==> src/hdl/pit_pkg.sv <==
package pit_pkg;
   // ------------------------------------------------------------
   // register indices; byte address is four times the index
   // ------------------------------------------------------------
   localparam logic [7:0] IDX_STATUS_CONTROL = 8'h4B;
   localparam logic [7:0] IDX_COUNTER_HIGH   = 8'h4C;
   localparam logic [7:0] IDX_COUNTER_LOW    = 8'h4D;
   localparam logic [7:0] IDX_MODULO_HIGH    = 8'h4E;
   localparam logic [7:0] IDX_MODULO_LOW     = 8'h4F;
   localparam logic [7:0] IDX_BREAK_CONTROL  = 8'h50;
   localparam logic [7:0] IDX_IRQ_STATUS     = 8'h51;
   localparam logic [7:0] IDX_IRQ_MASK       = 8'h52;

   // ------------------------------------------------------------
   // status/control field positions and reset values
   // ------------------------------------------------------------
   localparam int BIT_FLAG  = 7;
   localparam int BIT_IE    = 6;
   localparam int BIT_STOP  = 5;
   localparam int BIT_RST   = 4;
   localparam int BIT_BREAK_CLEAR_ENABLE  = 0;
   localparam int BIT_EVENT = 0;
   localparam logic [7:0]  SC_RESET     = 8'h20;
   localparam logic [15:0] MODULO_RESET = 16'hFFFF;
   localparam logic [2:0]  SEL_MAX      = 3'h6;
   localparam int          PRE_W        = 6;

   // axi response codes
   localparam logic [1:0] RESP_OKAY   = 2'h0;
   localparam logic [1:0] RESP_SLVERR = 2'h2;

   // status/control layout as stored
   typedef struct packed {
      logic       flag;
      logic       ie;
      logic       stop;
      logic       rst;
      logic       rsv;
      logic [2:0] sel;
   } sc_t;

   // system mode inputs from the integration unit
   typedef struct packed {
      logic brk;
      logic wait_mode;
      logic stop_mode;
   } sys_mode_t;
endpackage

==> src/hdl/periodic_interrupt_timer.sv <==
// Decided for this implementation: the AXI4-Lite register port.
`timescale 1ns/1ps
// Overview of operation
// - sixteen-bit up-counter, free running or wrapping at the modulo value.
// - wrap point comes from the modulo high and low byte registers.
// - counter may be read any time outside wait mode without disturbing the count.
// - prescaler gives seven rates; three-bit select chooses the counter rate.
// - overflow flag sets when counter rolls to zero after matching modulo.
// - interrupt request while enable and overflow flag are set, or while event status and event mask are set.
// - counting continues in wait mode; enabled request wakes the processor.
// - registers are not reachable by the processor during wait mode.
// - stop mode freezes counter and prescaler; resumes where it left.
// - counter holds while break state is active.
// - with break clear enable set, flags clear in break and stay cleared.
// - with break clear enable zero, accesses in break leave flags alone.
// - armed clear holds through protected break; later write completes it.
// - select 0 to 6 divide by 1 to 64; select 7 also 64.
// - clear flag by read with flag set then write zero; overflow cancels.
// - high byte read latches low byte until low byte is read.
// - reset sets stop bit; write-only reset bit clears prescaler, counter.
module periodic_interrupt_timer #(
   parameter int ADDR_W = 12
) (
   input  wire logic              core_clk,      // bus clock, 20 MHz
   input  wire logic              srst,          // sync reset, high
   input  wire pit_pkg::sys_mode_t sys_mode,     // break, wait, stop
   input  wire logic [ADDR_W-1:0] s_axi_awaddr,  // write address
   input  wire logic              s_axi_awvalid, // write address valid
   output logic                   s_axi_awready, // write address ready
   input  wire logic [31:0]       s_axi_wdata,   // write data
   input  wire logic [3:0]        s_axi_wstrb,   // byte enables
   input  wire logic              s_axi_wvalid,  // write data valid
   output logic                   s_axi_wready,  // write data ready
   output logic [1:0]             s_axi_bresp,   // write response
   output logic                   s_axi_bvalid,  // write response valid
   input  wire logic              s_axi_bready,  // write response ready
   input  wire logic [ADDR_W-1:0] s_axi_araddr,  // read address
   input  wire logic              s_axi_arvalid, // read address valid
   output logic                   s_axi_arready, // read address ready
   output logic [31:0]            s_axi_rdata,   // read data
   output logic [1:0]             s_axi_rresp,   // read response
   output logic                   s_axi_rvalid,  // read data valid
   input  wire logic              s_axi_rready,  // read data ready
   output logic                   irq,           // level interrupt
   output logic                   wake_req       // wait-mode wakeup
);
   // ------------------------------------------------------------
   // state
   // ------------------------------------------------------------
   localparam int     PRE_W = pit_pkg::PRE_W;
   pit_pkg::sc_t      sc_q;
   logic [15:0]       cnt_q;
   logic [15:0]       mod_q;
   logic [7:0]        mod_lo_q;
   logic [PRE_W-1:0]  pre_q;
   logic              arm_q;
   logic              inh_q;
   logic [7:0]        lo_buf_q;
   logic              lo_held_q;
   logic              break_clear_enable_q;
   logic              ev_q;
   logic              ev_mask_q;
   logic [ADDR_W-1:0] awaddr_q;
   logic              aw_hold_q;
   logic [7:0]        wdata_q;
   logic              wlane_q;
   logic              w_hold_q;
   logic              bvalid_q;
   logic [1:0]        bresp_q;
   logic              rvalid_q;
   logic [1:0]        rresp_q;
   logic [7:0]        rdata_q;

   // mask of prescaler bits that must all be ones for a tick
   function automatic logic [PRE_W-1:0] div_mask(input logic [2:0] sel);
      logic [2:0] s;
      s = (sel > pit_pkg::SEL_MAX) ? pit_pkg::SEL_MAX : sel;
      return PRE_W'((7'h01 << s) - 7'h01);
   endfunction

   // register index from a byte address
   function automatic logic [7:0] reg_idx(input logic [ADDR_W-1:0] a);
      return a[9:2];
   endfunction

   // ------------------------------------------------------------
   // bus decode and access strobes
   // ------------------------------------------------------------
   logic       ar_take;
   logic       do_write;
   logic       access_ok;
   logic       protect;
   logic [7:0] rd_idx;
   logic [7:0] wr_idx;
   logic       wr_ok;
   logic       rd_sc;
   logic       rd_hi;
   logic       rd_lo;
   logic       wr_sc;
   logic       wr_mh;
   logic       wr_ml;
   logic       wr_is;
   logic       rd_mapped;
   logic       wr_mapped;

   // whole bus shut while in wait mode; bus stays open in stop mode
   assign access_ok = !sys_mode.wait_mode;
   assign protect   = sys_mode.brk && !break_clear_enable_q;
   assign ar_take   = s_axi_arvalid && s_axi_arready;
   assign do_write  = aw_hold_q && w_hold_q && !bvalid_q;
   assign rd_idx    = reg_idx(s_axi_araddr);
   assign wr_idx    = reg_idx(awaddr_q);
   assign rd_mapped = rd_idx >= pit_pkg::IDX_STATUS_CONTROL &&
                      rd_idx <= pit_pkg::IDX_IRQ_MASK;
   assign wr_mapped = wr_idx >= pit_pkg::IDX_STATUS_CONTROL &&
                      wr_idx <= pit_pkg::IDX_IRQ_MASK;
   assign wr_ok     = do_write && access_ok && wlane_q;
   assign rd_sc = ar_take && access_ok &&
                  rd_idx == pit_pkg::IDX_STATUS_CONTROL;
   assign rd_hi = ar_take && access_ok &&
                  rd_idx == pit_pkg::IDX_COUNTER_HIGH;
   assign rd_lo = ar_take && access_ok &&
                  rd_idx == pit_pkg::IDX_COUNTER_LOW;
   assign wr_sc = wr_ok && wr_idx == pit_pkg::IDX_STATUS_CONTROL;
   assign wr_mh = wr_ok && wr_idx == pit_pkg::IDX_MODULO_HIGH;
   assign wr_ml = wr_ok && wr_idx == pit_pkg::IDX_MODULO_LOW;
   assign wr_is = wr_ok && wr_idx == pit_pkg::IDX_IRQ_STATUS;

   // ------------------------------------------------------------
   // prescaler and counter
   // ------------------------------------------------------------
   logic run;
   logic tick;
   logic wrap;
   logic clr;

   assign clr  = wr_sc && wdata_q[pit_pkg::BIT_RST];
   // stop mode and break both freeze counter and prescaler
   assign run  = !sc_q.stop && !sys_mode.stop_mode &&
                 !sys_mode.brk;
   assign tick = run && ((pre_q & div_mask(sc_q.sel)) ==
                         div_mask(sc_q.sel));
   assign wrap = tick && cnt_q == mod_q;

   // prescaler free-runs; reset bit restarts the division
   always_ff @(posedge core_clk) begin
      if (srst || clr) begin
         pre_q <= '0;
      end else if (run) begin
         pre_q <= pre_q + 1'b1;
      end
   end

   // counter; the modulo reset value makes it run free by default
   always_ff @(posedge core_clk) begin
      if (srst || clr) begin
         cnt_q <= '0;
      end else if (wrap) begin
         cnt_q <= '0;
      end else if (tick) begin
         cnt_q <= cnt_q + 16'h0001;
      end
   end

   // ------------------------------------------------------------
   // status/control and overflow flag
   // ------------------------------------------------------------
   logic flag_set;
   assign flag_set = wrap && !inh_q;

   // control fields and flag in one process so the whole register
   // has a single driver; reset bit is never stored, and a new
   // overflow beats a pending clear write
   always_ff @(posedge core_clk) begin
      if (srst) begin
         sc_q.flag <= 1'b0;
         sc_q.ie   <= pit_pkg::SC_RESET[pit_pkg::BIT_IE];
         sc_q.stop <= pit_pkg::SC_RESET[pit_pkg::BIT_STOP];
         sc_q.rst  <= 1'b0;
         sc_q.rsv  <= 1'b0;
         sc_q.sel  <= pit_pkg::SC_RESET[2:0];
      end else begin
         if (wr_sc) begin
            sc_q.ie   <= wdata_q[pit_pkg::BIT_IE];
            sc_q.stop <= wdata_q[pit_pkg::BIT_STOP];
            sc_q.sel  <= wdata_q[2:0];
         end
         if (flag_set) begin
            sc_q.flag <= 1'b1;
         end else if (wr_sc && !wdata_q[pit_pkg::BIT_FLAG] && arm_q &&
                      !protect) begin
            sc_q.flag <= 1'b0;
         end
      end
   end

   // clear arm: read with flag set arms, overflow disarms;
   // a protected break neither arms nor consumes it
   always_ff @(posedge core_clk) begin
      if (srst || flag_set) begin
         arm_q <= 1'b0;
      end else if (rd_sc && sc_q.flag && !protect) begin
         arm_q <= 1'b1;
      end else if (wr_sc && !protect) begin
         arm_q <= 1'b0;
      end
   end

   // ------------------------------------------------------------
   // modulo registers and write inhibit
   // ------------------------------------------------------------
   // high byte write holds off the flag until the low byte lands
   always_ff @(posedge core_clk) begin
      if (srst) begin
         mod_q    <= pit_pkg::MODULO_RESET;
         mod_lo_q <= pit_pkg::MODULO_RESET[7:0];
         inh_q    <= 1'b0;
      end else if (wr_mh) begin
         mod_q[15:8] <= wdata_q;
         inh_q       <= 1'b1;
      end else if (wr_ml) begin
         mod_q[7:0] <= wdata_q;
         mod_lo_q   <= wdata_q;
         inh_q      <= 1'b0;
      end
   end

   // ------------------------------------------------------------
   // counter low byte buffer
   // ------------------------------------------------------------
   // snapshot keeps a 16-bit read coherent; count runs on
   always_ff @(posedge core_clk) begin
      if (srst) begin
         lo_buf_q  <= '0;
         lo_held_q <= 1'b0;
      end else if (rd_hi && !lo_held_q) begin
         lo_buf_q  <= cnt_q[7:0];
         lo_held_q <= 1'b1;
      end else if (rd_lo) begin
         lo_held_q <= 1'b0;
      end
   end

   // ------------------------------------------------------------
   // break control and interrupt status/mask
   // ------------------------------------------------------------
   always_ff @(posedge core_clk) begin
      if (srst) begin
         break_clear_enable_q    <= 1'b0;
         ev_mask_q <= 1'b0;
      end else if (wr_ok && wr_idx == pit_pkg::IDX_BREAK_CONTROL) begin
         break_clear_enable_q <= wdata_q[pit_pkg::BIT_BREAK_CLEAR_ENABLE];
      end else if (wr_ok && wr_idx == pit_pkg::IDX_IRQ_MASK) begin
         ev_mask_q <= wdata_q[pit_pkg::BIT_EVENT];
      end
   end

   // sticky overflow event; write one clears, set wins
   always_ff @(posedge core_clk) begin
      if (srst) begin
         ev_q <= 1'b0;
      end else if (flag_set) begin
         ev_q <= 1'b1;
      end else if (wr_is && wdata_q[pit_pkg::BIT_EVENT] && !protect) begin
         ev_q <= 1'b0;
      end
   end

   // wake request only while enabled flag set, it ends wait mode; irq also follows the masked-in event
   assign wake_req = sc_q.flag && sc_q.ie;
   assign irq      = wake_req || (ev_q && ev_mask_q);

   // ------------------------------------------------------------
   // axi4-lite write channel
   // ------------------------------------------------------------
   assign s_axi_awready = !aw_hold_q && !bvalid_q;
   assign s_axi_wready  = !w_hold_q && !bvalid_q;
   assign s_axi_bvalid  = bvalid_q;
   assign s_axi_bresp   = bresp_q;

   // address and data are caught in either order
   always_ff @(posedge core_clk) begin
      if (srst || do_write) begin
         aw_hold_q <= 1'b0;
         w_hold_q  <= 1'b0;
      end else begin
         if (s_axi_awvalid && s_axi_awready) begin
            aw_hold_q <= 1'b1;
         end
         if (s_axi_wvalid && s_axi_wready) begin
            w_hold_q <= 1'b1;
         end
      end
   end

   // payload capture
   always_ff @(posedge core_clk) begin
      if (srst) begin
         awaddr_q <= '0;
         wdata_q  <= '0;
         wlane_q  <= 1'b0;
      end else begin
         if (s_axi_awvalid && s_axi_awready) begin
            awaddr_q <= s_axi_awaddr;
         end
         if (s_axi_wvalid && s_axi_wready) begin
            wdata_q <= s_axi_wdata[7:0];
            wlane_q <= s_axi_wstrb[0];
         end
      end
   end

   // write response; wait mode and holes answer slverr
   always_ff @(posedge core_clk) begin
      if (srst) begin
         bvalid_q <= 1'b0;
         bresp_q  <= pit_pkg::RESP_OKAY;
      end else if (do_write) begin
         bvalid_q <= 1'b1;
         bresp_q  <= (access_ok && wr_mapped) ? pit_pkg::RESP_OKAY :
                     pit_pkg::RESP_SLVERR;
      end else if (s_axi_bready) begin
         bvalid_q <= 1'b0;
      end
   end

   // ------------------------------------------------------------
   // axi4-lite read channel
   // ------------------------------------------------------------
   logic [7:0] rd_val;
   assign s_axi_arready = !rvalid_q;
   assign s_axi_rvalid  = rvalid_q;
   assign s_axi_rresp   = rresp_q;
   assign s_axi_rdata   = {24'h000000, rdata_q};

   // read mux; reset bit always reads zero
   always_comb begin
      rd_val = 8'h00;
      case (rd_idx)
         pit_pkg::IDX_STATUS_CONTROL: rd_val = {sc_q.flag, sc_q.ie,
                                        sc_q.stop, 2'b00, sc_q.sel};
         pit_pkg::IDX_COUNTER_HIGH:   rd_val = cnt_q[15:8];
         pit_pkg::IDX_COUNTER_LOW:    rd_val = lo_held_q ? lo_buf_q :
                                               cnt_q[7:0];
         pit_pkg::IDX_MODULO_HIGH:    rd_val = mod_q[15:8];
         pit_pkg::IDX_MODULO_LOW:     rd_val = mod_lo_q;
         pit_pkg::IDX_BREAK_CONTROL:  rd_val = {7'h00, break_clear_enable_q};
         pit_pkg::IDX_IRQ_STATUS:     rd_val = {7'h00, ev_q};
         pit_pkg::IDX_IRQ_MASK:       rd_val = {7'h00, ev_mask_q};
         default:                     rd_val = 8'h00;
      endcase
   end

   // one-deep read answer, data from flops
   always_ff @(posedge core_clk) begin
      if (srst) begin
         rvalid_q <= 1'b0;
         rresp_q  <= pit_pkg::RESP_OKAY;
         rdata_q  <= 8'h00;
      end else if (ar_take) begin
         rvalid_q <= 1'b1;
         rresp_q  <= (access_ok && rd_mapped) ? pit_pkg::RESP_OKAY :
                     pit_pkg::RESP_SLVERR;
         rdata_q  <= access_ok ? rd_val : 8'h00;
      end else if (s_axi_rready) begin
         rvalid_q <= 1'b0;
      end
   end
endmodule

==> config.mk <==
export PLATFORM = sky130hd
export DESIGN_NAME = periodic_interrupt_timer
export DESIGN_NICKNAME = d
export VERILOG_FILES = /design/src/hdl/pit_pkg.sv /design/src/hdl/periodic_interrupt_timer.sv
export SDC_FILE = /design/constraint.sdc
export NUM_CORES = 1
export LEC_CHECK = 0
export ABC_AREA = 1
export BUFFER_PORTS_ARGS = -buffer_cell sky130_fd_sc_hd__buf_2
export CORE_ASPECT_RATIO = 1.5
export CORE_MARGIN = 2
export CORE_UTILIZATION = 49
export DETAILED_ROUTE_END_ITERATION = 12
export PLACE_DENSITY = 0.82
export SYNTH_ARGS = -nofsm -noshare
export SYNTH_HDL_FRONTEND = slang
export SYNTH_SLANG_ARGS = --single-unit
==> constraint.sdc <==
create_clock -name core_clk -period 1.39 [get_ports core_clk]
set_input_delay 0.278 -clock core_clk [delete_from_list [all_inputs] [get_ports core_clk]]
set_output_delay 0.278 -clock core_clk [all_outputs]
set_load 0.02 [all_outputs]
Word-level counts from Yosys, hierarchy flattened. Cells that the tools add are included.

Register bits after elaboration: 93. Input port bits: 70. Output and inout bits: 43. Logic and storage cells: 141.

Add/sub/neg operators: 3. $lt $le $gt $ge: 5. Eq/ne operators: 16. Shifts and indexed selects: 1. Multiplexer cells: 20. Bitwise logic cells: 3. Reduce and logical (&&, ||, !) cells: 68.

Operators with widths (number): $eq A8 B7 Y1 const B (14); $pmux W8 S8 (1); $logic_and A1 B1 Y1 (41); $add A16 B1 Y16 const B (1); $eq A16 B16 Y1 (1); $ge A8 B7 Y1 const B (2); $le A8 B7 Y1 const B (2); $mux W8 (2); $mux W1 (14); $reduce_bool A2 Y1 (7); $logic_not A1 Y1 (13); $add A6 B1 Y6 const B (1); $and A6 B6 Y6 (1); $eq A6 B6 Y1 (1); $shl A1 B3 Y6 const A (1); $sub A6 B1 Y6 const B (1); $logic_or A1 B1 Y1 (4); $mux W2 (2); $reduce_and A2 Y1 (2); $gt A3 B3 Y1 const B (1); $mux W3 (1); $not A1 Y1 (2); $reduce_or A2 Y1 (1).

Depth between registers and ports, before layout.
Depth after elaboration: 10. Gate-level depth with buffers: 12. Mapped depth without buffers: 11.

Worst setup path before layout. OpenSTA, ideal clock, no wires.

Path type: register to register. From: register bvalid_q, in the netlist s_axi_bvalid. To: register wlane_q. Setup time: 116 ps. Arrival time: 1414 ps. Data required time: 1274 ps. Path slack: -140 ps. Stages on the path, launching flop included: 6. Path buffers: 1. Period minus slack after synthesis: 1530 ps. Cells stage by stage: dfxtp_1 > nor2_1 > nand2_1 > clkbuf_1 > o21ai_0 > nor2_1.

Cells in the longest elaborated chain, start to end: 3.

Ends and longest elaborated chain: from (decl) (RTL line periodic_interrupt_timer.sv:68) `logic bvalid_q;`; from (signal assigned) (RTL line periodic_interrupt_timer.sv:316) `bvalid_q <= 1'b0;`; from (signal assigned) (RTL line periodic_interrupt_timer.sv:319) `bvalid_q <= 1'b1;`; from (signal assigned) (RTL line periodic_interrupt_timer.sv:323) `bvalid_q <= 1'b0;`; $logic_not A1 Y1 (RTL line periodic_interrupt_timer.sv:277) `assign s_axi_wready = !w_hold_q && !bvalid_q;`; $logic_and A1 B1 Y1 (RTL line periodic_interrupt_timer.sv:277); named net s_axi_wready (RTL line periodic_interrupt_timer.sv:33) `output logic s_axi_wready,`; $logic_and A1 B1 Y1 (RTL line periodic_interrupt_timer.sv:306) `if (s_axi_wvalid && s_axi_wready) begin`; to (signal assigned) (RTL line periodic_interrupt_timer.sv:308) `wlane_q <= s_axi_wstrb[0];`; to (decl) (RTL line periodic_interrupt_timer.sv:66) `logic wlane_q;`.

The timed path passes the listed nets, and every way through them passes these cells. A chain may end at the register's enable or synchronous reset.

Final worst setup path.
From: register w_hold_q. To: register sc_q[1] in the netlist's numbering.

Cells in the longest elaborated chain, start to end: 5.

Ends and longest elaborated chain: from (decl) (RTL line periodic_interrupt_timer.sv:67) `logic w_hold_q;`; from (signal assigned) (RTL line periodic_interrupt_timer.sv:285) `w_hold_q <= 1'b0;`; from (signal assigned) (RTL line periodic_interrupt_timer.sv:291) `w_hold_q <= 1'b1;`; $logic_and A1 B1 Y1 (2 in series) (RTL line periodic_interrupt_timer.sv:110) `assign do_write = aw_hold_q && w_hold_q && !bvalid_q;`; $logic_and A1 B1 Y1 (2 in series) (RTL line periodic_interrupt_timer.sv:117) `assign wr_ok = do_write && access_ok && wlane_q;`; $logic_and A1 B1 Y1 (RTL line periodic_interrupt_timer.sv:124) `assign wr_sc = wr_ok && wr_idx == pit_pkg::IDX_STATUS_CONTROL;`; to (decl) (RTL line periodic_interrupt_timer.sv:51) `pit_pkg::sc_t sc_q;`.

Every way passes these cells.

==> results.rst <==
.. list-table::
   :header-rows: 1

   * - Metric
     - Value
   * - TritonCTS Buffers
     - 9
   * - Met2 WL
     - 8.798 mm
   * - Worst Path Class, Setup
     - register to register
   * - Element type at the critical path end
     - register
   * - Fraction of layout cells with a size suffix above 1
     - 0.3667
   * - Final-stage net count
     - 946
   * - Htree depth
     - 3
   * - I/O pins
     - 113
   * - Final Hold Slack
     - 177.5 ps
   * - Worst-Skew Late Latency
     - 350 ps
   * - Peak supply drop
     - 0.9231 mV
   * - Average size of a mapped cell
     - 6.771 µm²
   * - Effective utilization at floorplan
     - 0.5004
   * - Horizontal die dimension
     - 84.99 µm
   * - Max FO, Critical Path
     - 5
   * - Num Clock Sinks
     - 89
   * - Post-synth design cell area
     - 4821 µm²
   * - Number of antenna violations at the first check in global routing
     - 0
   * - Setup ws final
     - -272.8 ps
   * - Pin count of the biggest net entering global routing
     - 32
   * - Number of max-slew violations in the final report
     - 0
   * - Post-synthesis sequential area ratio
     - 0.3696
   * - WL per Instance
     - 17.75 µm
   * - Row Count
     - 44
   * - Routed wire length
     - 17.62 mm
   * - DRC violations left
     - 0
   * - Final weighted congestion of routability-driven global placement
     - 0.9108
   * - Std-Cell Core Area
     - 9634 µm²
   * - Dpl hpwl
     - 10.02 mm
   * - Highest metal layer used by the detailed router
     - met4
   * - Power Dens Cells
     - 910.4 nW/µm²
   * - Top area cells in the synthesized netlist
     - dfxtp_1, nand2_1, o21ai_0, inv_1, nor2_1
   * - Required time reported for the critical path endpoint
     - 1650 ps
   * - IO Port Bufs
     - 51
   * - Number of global-route vias before repair
     - 5291
   * - Floorplan die area
     - 10660 µm²
   * - Vias after detailed routing
     - 5703
   * - M1 wire length
     - 5.977 mm
   * - Violated checks
     - negative setup slack
   * - Vertical die dimension
     - 125.5 µm
   * - Setup repair after global routing missed its margin
     - true
   * - Final sum of negative setup slack
     - -5180 ps
   * - Critical Path Source Type
     - register
   * - Growth of design area from synthesis to finish
     - 44.33%
   * - Clock slew at the register clock pins of the worst setup and hold paths
     - 70 ps
   * - Setup clock skew after layout
     - 8.546 ps
   * - Max-slew headroom at the worst pin
     - 0.6428
   * - Flops & latches, synth
     - 89
   * - Count of mapped cells out of synthesis
     - 712
   * - Worst Tran Pin Value
     - 533.8 ps
   * - Diode count
     - 0
   * - DR iter-0 viols
     - 595
   * - Arr. time, crit path
     - 1920 ps
   * - Final std cell area, no fill
     - 6958 µm²
   * - All-layer global routing usage
     - 0.2802
   * - Leading area contributor after synthesis
     - dfxtp_1
   * - Worst min path class
     - primary input to register
   * - Top cell type's share of synthesized area
     - 0.3696
   * - Wire length of the first global-routing pass
     - 23.77 mm
   * - Highest Clock Rate
     - 0.6014 GHz
   * - Leakage
     - 3.235 nW
   * - Setup violation total in the final timing report
     - 47
   * - Longest Clk Path Bufs
     - 2
   * - Fin crit share
     - 1.196
   * - Result of the run
     - finished with violations
   * - Minimum period implied by the final worst setup slack
     - 1663 ps
   * - Commonest cells after routing, fill and taps aside
     - nand2_1, buf_4, inv_1
   * - Number of library cell types mapped by synthesis
     - 38
   * - Sum of overflow across all layers after global routing
     - 0
   * - Final hold viol count
     - 0
   * - Number of iterations in the first detailed-routing pass
     - 5
   * - Most frequent standard cell in the layout excluding fill and tap cells
     - nand2_1
   * - Cts hold-fix bufs
     - 0
   * - Clock root cell
     - clkbuf_16
   * - TritonCTS clock tree
     - built
   * - Max cap viols
     - 0
   * - Post-DR vias/cell
     - 5.743
   * - Post-placement cell area
     - 5904 µm²
   * - Sum of met3 wire segment lengths after detailed routing
     - 1.171 mm
   * - Synth warnings
     - 0
   * - Final ANT Viol Nets
     - 0
-- per-stage QoR --
| stage | utilization | power (W) | std cells | setup slack (ps) |
|---|---|---|---|---|
| 2_1_floorplan | - | 0.003084 | 737 | 16.64 |
| 3_3_place_gp | 0.6129 | 0.003267 | 958 | -155.9 |
| 3_5_place_dp | 0.6129 | 0.003277 | 958 | -208.0 |
| 4_1_cts | 0.6796 | 0.006221 | 981 | -53.99 |
| 5_1_grt | 0.7222 | 0.006509 | 993 | -369.7 |
| 6_report | 0.7222 | 0.006334 | 993 | -272.8 |
-- registers in the layout, indices dropped and copies added (netlist names), 6 cells and up --
signal	cells
mod_q	16
rdata_q	8
sc_q	6
wdata_q	8
lo_buf_q	8
pre_q	6
awaddr_q	8
cnt_q	16
-- power breakdown --
part	internal [W]	switching, W
registers	0.00260	0.0000464
logic	0.000229	0.000429
clock network	0.00198	0.00105
total	0.00481	0.00152
-- final timing paths --
check | cells past startpoint | slack, ps | startpoint | end
max | 10 | -270 | w_hold_q | sc_q[1]
min | 4 | 180 | s_axi_bready | s_axi_bvalid
max reg2reg | 10 | -270 | w_hold_q | sc_q[1]
min reg2reg | 2 | 460 | rdata_q[5] | rdata_q[5]
-- cell usage after synthesis (all sizes together) --
cell	instances
buf	39
nand4	6
ha	2
o211ai	18
and2	1
nor3	12
a21boi	1
nor3b	2
inv	86
clkinv	1
xor2	17
nand3b	2
clkbuf	8
o21ai	74
nand2	162
o221ai	1
a21oi	47
o21a	1
conb	1
nor4	1
dfxtp	89
nor2	82
xnor2	2
nand3	57
-- per-layer routing --
metal,up-vias,GRT usage
met5,-,0
met4,0,0.2456
met3,144,0.04818
met2,352,0.4991
met1,2618,0.2681
li1,2589,-
-- cell type report --
class / count / area, µm²
Timing Repair Buffer: 168 / 1369
Clock inverter: 5 / 127.6
Inverter: 87 / 339.1
Multi-Input combinational cell: 519 / 2904
Sequential cell: 89 / 1836
Tap cell: 115 / 143.9
Clock buffer: 10 / 239.0
Fill cell: 620 / 2676
-- critical path, stage by stage, from the launching register on --
cell and delay (ps):
dfxtp_2 340, inv_2 40, nor2_1 100, nand2_1 120
nor2_4 160, nand2_4 110, nor2_4 180, buf_6 160
buf_12 120, o21ai_2 60, a21oi_1 180
-- repair_timing --
action                     4_1_cts  5_1_grt
gates resized for setup         57      107
buffers inserted                 4        8
cloned                           4        5
pin swaps                       21       30
setup endpoints to repair       37       58
-- logic make-up (layout without fill, tap and decap cells) --
group | Yosys count | count (layout) | share of synthesized area
simple gates | 325 | 330 | 0.2980
other cells | 1 | 26 | 0.0007779
flops | 89 | 89 | 0.3696
buf+inv | 134 | 270 | 0.1318
compound gates | 142 | 142 | 0.1601
fa+ha+maj | 2 | 2 | 0.005190
xor+xnor | 19 | 19 | 0.03452
No activity file was read; power rests on OpenSTA's default activity.
